## src/hdl/tcc_cfg.svh

```systemverilog
`ifndef TCC_CFG_SVH
`define TCC_CFG_SVH
// Notes on behaviour
// - each channel and wrap request passes only when its enable bit is 1
// - bits 6 to 4 of enable and flag registers read 1, writes ignored
// - a flag clears only on a 0 write after a read returned 1
// - a flag that rose after a read of 0 survives the 0 write
// - writing 1 to a flag leaves it unchanged
// - capture channels set their flag on the edge chosen by the edge field
// - compare, pwm and pwm2 set the flag on counter equal general register
// - counter overflow sets the wrap flag in every mode
// - io control registers act in timer mode only, ignored in pwm and pwm2
// - mode select 0 is compare, 1 is capture; io registers reset to 88h
// - channel a capture source 0 is slow oscillator, 1 the pin
// - count source 101 counts external clock rising edges, 110 fast oscillator
// - buffer bits make c the buffer of a and d the buffer of b
// - buffered capture moves a (b) into its buffer before capturing
// - buffered compare or pwm loads the buffer into a (b) on match
// - buffered pwm2 loads d into b on match a or trigger input
// - buffering channels c and d still flag on their own pin edges
// - filter accepts a new level after three equal samples
// - low cutoff input with cutoff enabled sets all four output disables
// - count source 000 to 100 select clock divided by 1, 2, 4, 8, 32
// - operation clock is system clock for every source, 110 only samples the fast oscillator
`define TCC_AW          10
`define TCC_ADR_MODE    10'h120
`define TCC_ADR_CCTL    10'h121
`define TCC_ADR_IEN     10'h122
`define TCC_ADR_FLAGS   10'h123
`define TCC_ADR_IOAB    10'h124
`define TCC_ADR_IOCD    10'h125
`define TCC_ADR_CNT_LO  10'h126
`define TCC_ADR_CNT_HI  10'h127
`define TCC_ADR_GEN     10'h128
`define TCC_ADR_FILT    10'h131
`define TCC_ADR_OMASK   10'h132
`define TCC_RST_MODE    8'h48
`define TCC_RST_CCTL    8'h00
`define TCC_RST_IEN     8'h70
`define TCC_RST_FLAGS   8'h70
`define TCC_RST_IO      8'h88
`define TCC_RST_FILT    8'h00
`define TCC_RST_OMASK   8'h7f
`define TCC_RSV_ONES    8'h70
`define TCC_FLAG_VALID  8'h8f
`define TCC_MODE_ONES   8'h40
`define TCC_IOAB_ONES   8'h80
`define TCC_IOCD_ONES   8'h88
`define TCC_FILT_WMASK  8'hdf
`define TCC_SRC_DIV1    3'h0
`define TCC_SRC_DIV2    3'h1
`define TCC_SRC_DIV4    3'h2
`define TCC_SRC_DIV8    3'h3
`define TCC_SRC_DIV32   3'h4
`define TCC_SRC_EXT     3'h5
`define TCC_SRC_FAST    3'h6
`define TCC_EDGE_RISE   2'h0
`define TCC_EDGE_FALL   2'h1
`define TCC_EDGE_BOTH   2'h2
`define TCC_FILT_LEN    3
`define TCC_CNT_MAX     16'hffff
`endif

```

## src/hdl/tcc_pkg.sv

```systemverilog
package tcc_pkg;
  // one register bus request
  typedef struct packed {
    logic [9:0] addr;
    logic [7:0] wdata;
    logic       wr;
    logic       rd;
  } tcc_bus_t;

  // whole state of the timer core
  typedef struct packed {
    logic [7:0]       mode;
    logic [7:0]       cctl;
    logic [7:0]       ien;
    logic [7:0]       flags;
    logic [7:0]       rd_seen;
    logic [7:0]       ioab;
    logic [7:0]       iocd;
    logic [7:0]       filt;
    logic [7:0]       omask;
    logic [15:0]      cnt;
    logic [3:0][15:0] gen;
    logic [4:0]       presc;
    logic             ext_prev;
    logic             fast_prev;
    logic             slow_prev;
    logic [4:0][2:0]  fsamp;
    logic [4:0]       flvl;
    logic [4:0]       fprev;
    logic [7:0]       rdata;
    logic             irq;
    logic [4:0]       req;
  } tcc_state_t;
endpackage : tcc_pkg

```

## src/hdl/tcc_top.sv

```systemverilog
// The address-and-strobe port was decided locally.
`timescale 1ns/10ps
`default_nettype none
`include "tcc_cfg.svh"

module tcc_top
  import tcc_pkg::*;
#(
  parameter int FILT_LEN = `TCC_FILT_LEN
) (
  // clock and reset
  input  wire logic     clk_sys,
  input  wire logic     sys_rst,
  // register port
  input  wire tcc_bus_t reg_req,
  output var  logic [7:0] rd_data,
  // timer pins
  input  wire logic     chan_a_pin,
  input  wire logic     chan_b_pin,
  input  wire logic     chan_c_pin,
  input  wire logic     chan_d_pin,
  input  wire logic     external_trigger_pin,
  input  wire logic     external_count_clock_pin,
  input  wire logic     cutoff_input_pin_n,
  // on-chip clock sources, sampled
  input  wire logic     slow_osc_signal,
  input  wire logic     fast_osc_clock,
  // requests and output control
  output var  logic       timer_irq,
  output var  logic [4:0] irq_req,
  output var  logic [3:0] chan_output_disable
);

  tcc_state_t r;
  tcc_state_t nx;

  logic       pwm2_sel;
  logic [3:0] chan_timer;
  logic [3:0] chan_cap;
  logic [3:0] cap_ev;
  logic [3:0] match;
  logic [3:0] src_now;
  logic [3:0] src_old;
  logic [3:0][1:0] edge_sel;
  logic [4:0] raw_in;
  logic [4:0] filt_en;
  logic       samp_tick;
  logic       tick;
  logic       wrap_ev;
  logic       trig_ev;
  logic [7:0] ev;
  logic       bfc;
  logic       bfd;
  logic       pend;

  // mode decode: pwm2 is selected by a 0 in bit 3, pwm per channel b to d
  assign pwm2_sel = ~r.mode[3];
  assign bfc      = r.mode[4];
  assign bfd      = r.mode[5];
  assign chan_timer[0] = ~pwm2_sel;
  assign chan_timer[1] = ~pwm2_sel & ~r.mode[0];
  assign chan_timer[2] = ~pwm2_sel & ~r.mode[1];
  assign chan_timer[3] = ~pwm2_sel & ~r.mode[2];

  // io control only counts in timer mode, otherwise channels compare
  assign chan_cap[0] = chan_timer[0] & r.ioab[2];
  assign chan_cap[1] = chan_timer[1] & r.ioab[6];
  assign chan_cap[2] = chan_timer[2] & r.iocd[2];
  assign chan_cap[3] = chan_timer[3] & r.iocd[6];
  assign edge_sel[0] = r.ioab[1:0];
  assign edge_sel[1] = r.ioab[5:4];
  assign edge_sel[2] = r.iocd[1:0];
  assign edge_sel[3] = r.iocd[5:4];

  // channel a may capture on the slow oscillator instead of its pin
  assign src_now[0] = r.ioab[3] ? r.flvl[0] : slow_osc_signal;
  assign src_old[0] = r.ioab[3] ? r.fprev[0] : r.slow_prev;
  assign src_now[3:1] = r.flvl[3:1];
  assign src_old[3:1] = r.fprev[3:1];

  // count tick; ext and fast sources are sampled on clk_sys, which is why
  // an external pulse must be high at one clk_sys edge and low at the edge before to be seen
  always_comb begin
    case (r.cctl[6:4])
      `TCC_SRC_DIV1:  tick = 1'b1;
      `TCC_SRC_DIV2:  tick = r.presc[0];
      `TCC_SRC_DIV4:  tick = &r.presc[1:0];
      `TCC_SRC_DIV8:  tick = &r.presc[2:0];
      `TCC_SRC_DIV32: tick = &r.presc[4:0];
      `TCC_SRC_EXT:   tick = external_count_clock_pin & ~r.ext_prev;
      `TCC_SRC_FAST:  tick = fast_osc_clock & ~r.fast_prev;
      default:        tick = 1'b0;
    endcase
    tick = tick & r.mode[7];
  end

  // filter sampling clock: f1, f8, f32 or the count tick
  always_comb begin
    case (r.filt[7:6])
      2'h0:    samp_tick = 1'b1;
      2'h1:    samp_tick = &r.presc[2:0];
      2'h2:    samp_tick = &r.presc[4:0];
      default: samp_tick = tick;
    endcase
  end

  assign raw_in  = {external_trigger_pin, chan_d_pin, chan_c_pin, chan_b_pin, chan_a_pin};
  assign filt_en = {r.filt[4], r.filt[3:0]};

  // per channel capture edge and compare match
  for (genvar i = 0; i < 4; i++) begin : g_chan
    logic rise;
    logic fall;
    assign rise = src_now[i] & ~src_old[i];
    assign fall = ~src_now[i] & src_old[i];
    assign cap_ev[i] = chan_cap[i] & (
                       ((edge_sel[i] == `TCC_EDGE_RISE) & rise) |
                       ((edge_sel[i] == `TCC_EDGE_FALL) & fall) |
                       ((edge_sel[i] == `TCC_EDGE_BOTH) & (rise | fall)));
    assign match[i] = ~chan_cap[i] & tick & (r.cnt == r.gen[i]);
  end

  assign wrap_ev = tick & (r.cnt == `TCC_CNT_MAX);
  assign trig_ev = r.flvl[4] & ~r.fprev[4];
  assign ev      = {wrap_ev, 3'h0, cap_ev | match};
  assign pend    = |(r.flags & r.ien & `TCC_FLAG_VALID);

  // next state: bus access first, hardware events override
  always_comb begin
    nx           = r;
    nx.rdata     = 8'h00;
    nx.presc     = r.presc + 5'h01;
    nx.ext_prev  = external_count_clock_pin;
    nx.fast_prev = fast_osc_clock;
    nx.slow_prev = slow_osc_signal;
    nx.fprev     = r.flvl;

    // three equal samples in a row settle a new level
    for (int k = 0; k < 5; k++) begin
      if (!filt_en[k]) begin
        nx.flvl[k] = raw_in[k];
      end else if (samp_tick) begin
        nx.fsamp[k] = {r.fsamp[k][1:0], raw_in[k]};
        if (nx.fsamp[k] == {FILT_LEN{raw_in[k]}}) begin
          nx.flvl[k] = raw_in[k];
        end
      end
    end

    // register writes
    if (reg_req.wr) begin
      if (reg_req.addr == `TCC_ADR_MODE) begin
        nx.mode = reg_req.wdata | `TCC_MODE_ONES;
      end else if (reg_req.addr == `TCC_ADR_CCTL) begin
        nx.cctl = reg_req.wdata;
      end else if (reg_req.addr == `TCC_ADR_IEN) begin
        nx.ien = (reg_req.wdata & `TCC_FLAG_VALID) | `TCC_RSV_ONES;
      end else if (reg_req.addr == `TCC_ADR_FLAGS) begin
        // only flags seen at 1 by a read can be cleared, ones do nothing
        nx.flags   = r.flags & ~(r.rd_seen & ~reg_req.wdata & `TCC_FLAG_VALID);
        nx.rd_seen = 8'h00;
      end else if (reg_req.addr == `TCC_ADR_IOAB) begin
        nx.ioab = reg_req.wdata | `TCC_IOAB_ONES;
      end else if (reg_req.addr == `TCC_ADR_IOCD) begin
        nx.iocd = reg_req.wdata | `TCC_IOCD_ONES;
      end else if (reg_req.addr == `TCC_ADR_CNT_LO) begin
        nx.cnt[7:0] = reg_req.wdata;
      end else if (reg_req.addr == `TCC_ADR_CNT_HI) begin
        nx.cnt[15:8] = reg_req.wdata;
      end else if (reg_req.addr == `TCC_ADR_FILT) begin
        nx.filt = reg_req.wdata & `TCC_FILT_WMASK;
      end else if (reg_req.addr == `TCC_ADR_OMASK) begin
        nx.omask = reg_req.wdata | `TCC_RSV_ONES;
      end else begin
        for (int g = 0; g < 4; g++) begin
          if (reg_req.addr == `TCC_ADR_GEN + 10'(2 * g)) begin
            nx.gen[g][7:0] = reg_req.wdata;
          end else if (reg_req.addr == `TCC_ADR_GEN + 10'(2 * g + 1)) begin
            nx.gen[g][15:8] = reg_req.wdata;
          end
        end
      end
    end

    // register reads, data stands in the following cycle only
    if (reg_req.rd) begin
      if (reg_req.addr == `TCC_ADR_MODE) begin
        nx.rdata = r.mode;
      end else if (reg_req.addr == `TCC_ADR_CCTL) begin
        nx.rdata = r.cctl;
      end else if (reg_req.addr == `TCC_ADR_IEN) begin
        nx.rdata = r.ien | `TCC_RSV_ONES;
      end else if (reg_req.addr == `TCC_ADR_FLAGS) begin
        nx.rdata   = r.flags | `TCC_RSV_ONES;
        nx.rd_seen = r.rd_seen | (r.flags & `TCC_FLAG_VALID);
      end else if (reg_req.addr == `TCC_ADR_IOAB) begin
        nx.rdata = r.ioab;
      end else if (reg_req.addr == `TCC_ADR_IOCD) begin
        nx.rdata = r.iocd;
      end else if (reg_req.addr == `TCC_ADR_CNT_LO) begin
        nx.rdata = r.cnt[7:0];
      end else if (reg_req.addr == `TCC_ADR_CNT_HI) begin
        nx.rdata = r.cnt[15:8];
      end else if (reg_req.addr == `TCC_ADR_FILT) begin
        nx.rdata = r.filt;
      end else if (reg_req.addr == `TCC_ADR_OMASK) begin
        nx.rdata = r.omask;
      end else begin
        for (int g = 0; g < 4; g++) begin
          if (reg_req.addr == `TCC_ADR_GEN + 10'(2 * g)) begin
            nx.rdata = r.gen[g][7:0];
          end else if (reg_req.addr == `TCC_ADR_GEN + 10'(2 * g + 1)) begin
            nx.rdata = r.gen[g][15:8];
          end
        end
      end
    end

    // counter; clear on match a applies only when a compares
    if (tick) begin
      if (r.cctl[7] && match[0]) begin
        nx.cnt = 16'h0000;
      end else begin
        nx.cnt = r.cnt + 16'h0001;
      end
    end

    // channel a and its buffer c
    if (cap_ev[0]) begin
      if (bfc) begin
        nx.gen[2] = r.gen[0];
      end
      nx.gen[0] = r.cnt;
    end else if (match[0] && bfc) begin
      nx.gen[0] = r.gen[2];
    end
    if (cap_ev[2] && !bfc) begin
      nx.gen[2] = r.cnt;
    end

    // channel b and its buffer d; pwm2 reloads on a match or the trigger
    if (cap_ev[1]) begin
      if (bfd) begin
        nx.gen[3] = r.gen[1];
      end
      nx.gen[1] = r.cnt;
    end else if (bfd && pwm2_sel && (match[0] || trig_ev)) begin
      nx.gen[1] = r.gen[3];
    end else if (bfd && !pwm2_sel && match[1]) begin
      nx.gen[1] = r.gen[3];
    end
    if (cap_ev[3] && !bfd) begin
      nx.gen[3] = r.cnt;
    end

    // hardware set wins over a clear in the same cycle
    nx.flags = nx.flags | ev;

    // forced cutoff also wins over a software write
    if (r.omask[7] && !cutoff_input_pin_n) begin
      nx.omask[3:0] = 4'hf;
    end

    // request is registered so the output comes from a flop
    nx.req = {r.flags[7] & r.ien[7], r.flags[3:0] & r.ien[3:0]};
    nx.irq = pend;
  end

  // state register
  always_ff @(posedge clk_sys) begin
    if (sys_rst) begin
      r         <= '0;
      r.mode    <= `TCC_RST_MODE;
      r.cctl    <= `TCC_RST_CCTL;
      r.ien     <= `TCC_RST_IEN;
      r.flags   <= `TCC_RST_FLAGS;
      r.ioab    <= `TCC_RST_IO;
      r.iocd    <= `TCC_RST_IO;
      r.filt    <= `TCC_RST_FILT;
      r.omask   <= `TCC_RST_OMASK;
    end else begin
      r <= nx;
    end
  end

  assign rd_data             = r.rdata;
  assign timer_irq           = r.irq;
  assign irq_req             = r.req;
  assign chan_output_disable = r.omask[3:0];
endmodule : tcc_top

`default_nettype wire

```

## config.mk

```make
export PLATFORM = sky130hd
export DESIGN_NAME = tcc_top
export DESIGN_NICKNAME = d
export VERILOG_FILES = /design/src/hdl/tcc_pkg.sv /design/src/hdl/tcc_top.sv
export VERILOG_INCLUDE_DIRS = /design/src /design/src/hdl
export SDC_FILE = /design/constraint.sdc
export NUM_CORES = 1
export LEC_CHECK = 0
export BUFFER_PORTS_ARGS = -buffer_cell sky130_fd_sc_hd__buf_2
export CORE_ASPECT_RATIO = 0.6
export CORE_MARGIN = 8
export CORE_UTILIZATION = 44
export DETAILED_ROUTE_END_ITERATION = 12
export GPL_ROUTABILITY_DRIVEN = 1
export GPL_TIMING_DRIVEN = 0
export PLACE_DENSITY_LB_ADDON = 0.12
export SYNTH_ARGS = -nofsm -noshare
export SYNTH_HDL_FRONTEND = slang
export SYNTH_SLANG_ARGS = --single-unit
```

## constraint.sdc

```tcl
create_clock -name clk_sys -period 6.58 [get_ports clk_sys]
set_clock_uncertainty 0.2 [all_clocks]
set_input_delay 1.645 -clock clk_sys [delete_from_list [all_inputs] [get_ports clk_sys]]
set_output_delay 1.645 -clock clk_sys [all_outputs]
set_load 0.01 [all_outputs]
```

==> metrics.txt <==
type of element launching the critical path primary input; drt first pass iters 6; Overall Global Routing Usage 0.343; maximum achievable frequency 194 MHz; Fill cells between 2000 and 2500; area growth from synthesis to layout 11.7%; arrival time at the worst endpoint 5.29 ns; Final Setup Violations 0; total congestion overflow 0; final critical path time including I/O delays and setup 5.16 ns; diode count 0; Site Rows 44; number of antenna violations at the first check in global routing 1; Avg Cell Area, Syn between 8 and 9 um^2; Clock Latency Late Sink 0.46 ns; # Max-Cap Violations 0; cell area after synthesis 10800 um^2; Placement Setup Slack 1.20 ns; Worst VDD drop 0.175 mV; detailed router's first-iteration violation count 1721; number of buffer cells added on primary ports 42; outcome finished clean; Vias/cell 6.54; CP required 6.71 ns; # H-tree levels 4; Power per Cell Area between 150 and 200 nW/um^2; number of hold buffers added after CTS 0; setup repair bufs after CTS 0; Reg clk slew, reported paths 0.07 ns; setup repair after global routing missed its margin false; number of nets produced by synthesis about 1400; Resize count post-CTS 0; slew of the pin with the lowest slew margin 1.40 ns; endpoints failing hold 0; drc violations 0; final design utilization 0.498; Chip Height around 140 um; final net count ~1400; launch instance of the worst register-to-register path r[119]$_SDFFE_PP0P_; Rel. slew slack 0.0549; number of global-route vias before repair between 10000 and 15000; estimated wirelength of the detail-placed design 39400 um; clock tree from TritonCTS built; yosys synthesis warning count 0; Max Slew Vio Count 0; maximum clock insertion buffer count 2; leading register cell type out of synthesis dfxtp_1; P_leak between 0.004 and 0.005 uW; maximum fanout along the worst path 10; Routed Antenna Nets 0; kind of capture point of the worst setup path flip-flop; average routed wire per standard cell 30.0 um; multi-input logic area about 6600 um^2; I/O pin count 49; worst-case setup margin in the final layout around 1.4 ns; Starting Density 0.446; origin of the worst setup path reg_req[11]; Total Die Area 29900 um^2; worst hold-check path type reg -> reg; number of register bits inferred by synthesis about 180; Crit Path Class in -> reg; core area 24100 um^2; Cells after Synth 1335; Final GP Congestion ~1.1; post-synthesis async set-or-reset flop share 0; total via count in the routed design 11300; pin count of the biggest net entering global routing 17; share of post-route cells with drive strength above 1 0.101; Total Neg Setup Slack 0 ns; Worst Hold Launch r[198]$_SDFFE_PP0P_; combined flip-flop and latch cell area 3540 um^2; part of the Yosys area used for sequential elements 0.330; aggregate routed wire length 52000 um; die width about 220 um; global-route wire length before repair 73600 um; TritonCTS Buffers 17; number of sinks driven by the clock tree 177; number of synthesized flops with an enable pin 0; Final period util 0.784; buffer type at the clock tree root clkbuf_16; count of distinct cell types in the synthesized netlist 76
==> power by group <==
group,internal [uW],switching (uW)
Sequential,1080,3.39
Combinational,41.4,126
Clock,605,487
Total,1720,617
==> final cells by class <==
type | instances | area share
multi-input cells | 1007 | 0.548
inverters | 35 | 0.0109
clock buffers | 19 | 0.0361
clock inverters | 13 | 0.0145
well taps | 322 | 0.0336
plain buffers | 116 | 0.0433
flip-flops and latches | 177 | 0.295
repair buffers | 44 | 0.0188
==> cells in the final DEF, fill, tap and decap left out, types with 22 or more instances in the layout <==
cell and n:
dfxtp_1 177, nor2_1 159, a21oi_1 95, nand2_1 91
clkbuf_1 86, mux2i_1 83, o21ai_0 59, nand3_1 56
xnor2_1 49, buf_2 46, inv_1 35, nor2b_1 24
a31oi_1 23, nand2b_1 22
==> metrics by stage <==
stage | cells | hold WS [ns] | instance area, um^2 | total power, uW
2_1_floorplan | 1335 | 0.230 | 10800 | 1190
3_3_place_gp | 1699 | 0.246 | 11400 | 1260
3_5_place_dp | 1701 | 0.250 | 11400 | 1260
4_1_cts | 1733 | 0.263 | 12000 | 2330
5_1_grt | 1733 | 0.284 | 12000 | 2390
6_report | 1733 | 0.262 | 12000 | 2340
==> flip-flops by register name, summed over array words and instances (netlist names) <==
| signal | count |
|---|---|
| r | 138 |
| bfd | 1 |
| nx | 5 |
| filt_en | 5 |
| edge_sel | 8 |
| timer_irq | 1 |
| rd_data | 8 |
| bfc | 1 |
| chan_output_disable | 4 |
| chan_timer | 1 |
| irq_req | 5 |
==> kinds of logic after synthesis <==
family,count (synthesis),share of synthesized area
XOR/XNOR,70,0.0570
flip-flops,177,0.330
buffers and inverters,151,0.0605
adder cells (fa/ha/maj),12,0.0140
AND/OR/NAND/NOR,485,0.223
AO/OA/AOI/OAI,346,0.219
multiplexers,94,0.0961
==> worst paths after layout <==
check	slack (ns)	depth (start not counted)	to
worst max-delay path	1.42	9	rd_data[5]$_SDFF_PP0_
worst min-delay path	0.26	2	r[198]$_SDFFE_PP0P_
worst max register to register	2.72	8	r[71]$_SDFFE_PP0P_
worst min register to register	0.26	2	r[198]$_SDFFE_PP0P_
==> layer usage <==
layer	GRT usage	wire (um)	part of all wire	vias up
met2	0.420	18300	0.35	884
li1	-	-	-	4952
met1	0.493	23000	0.44	5411
met5	0	0	0	-
met4	0.0963	1270	0.024	0
met3	0.189	9460	0.18	88
==> worst max-delay path: stages <==
cell and delay (ns):
buf_2 0.16, buf_2 0.32, nor4bb_1 0.96, nand4_1 0.74, o2bb2ai_1 0.62, a211oi_1 0.12, o21ai_0 0.24, o21ai_0 0.14
a21oi_1 0.34
==> cell usage after synthesis (all sizes together) (16+ instances only) <==
master	instances	area (um^2)
nor2b	24	150
buf	32	204
nand2	91	342
nand4	16	100
o21ai	61	305
clkbuf	84	315
nor2	164	628
a21oi	95	475
a21o	19	143
xor2	21	184
nand3	56	280
inv	35	131
a31oi	23	144
mux2i	83	831
nand2b	22	138
xnor2	49	429
dfxtp	177	3540
a22o	17	149
nor3	21	105
Power figures use the tool's default switching activity.
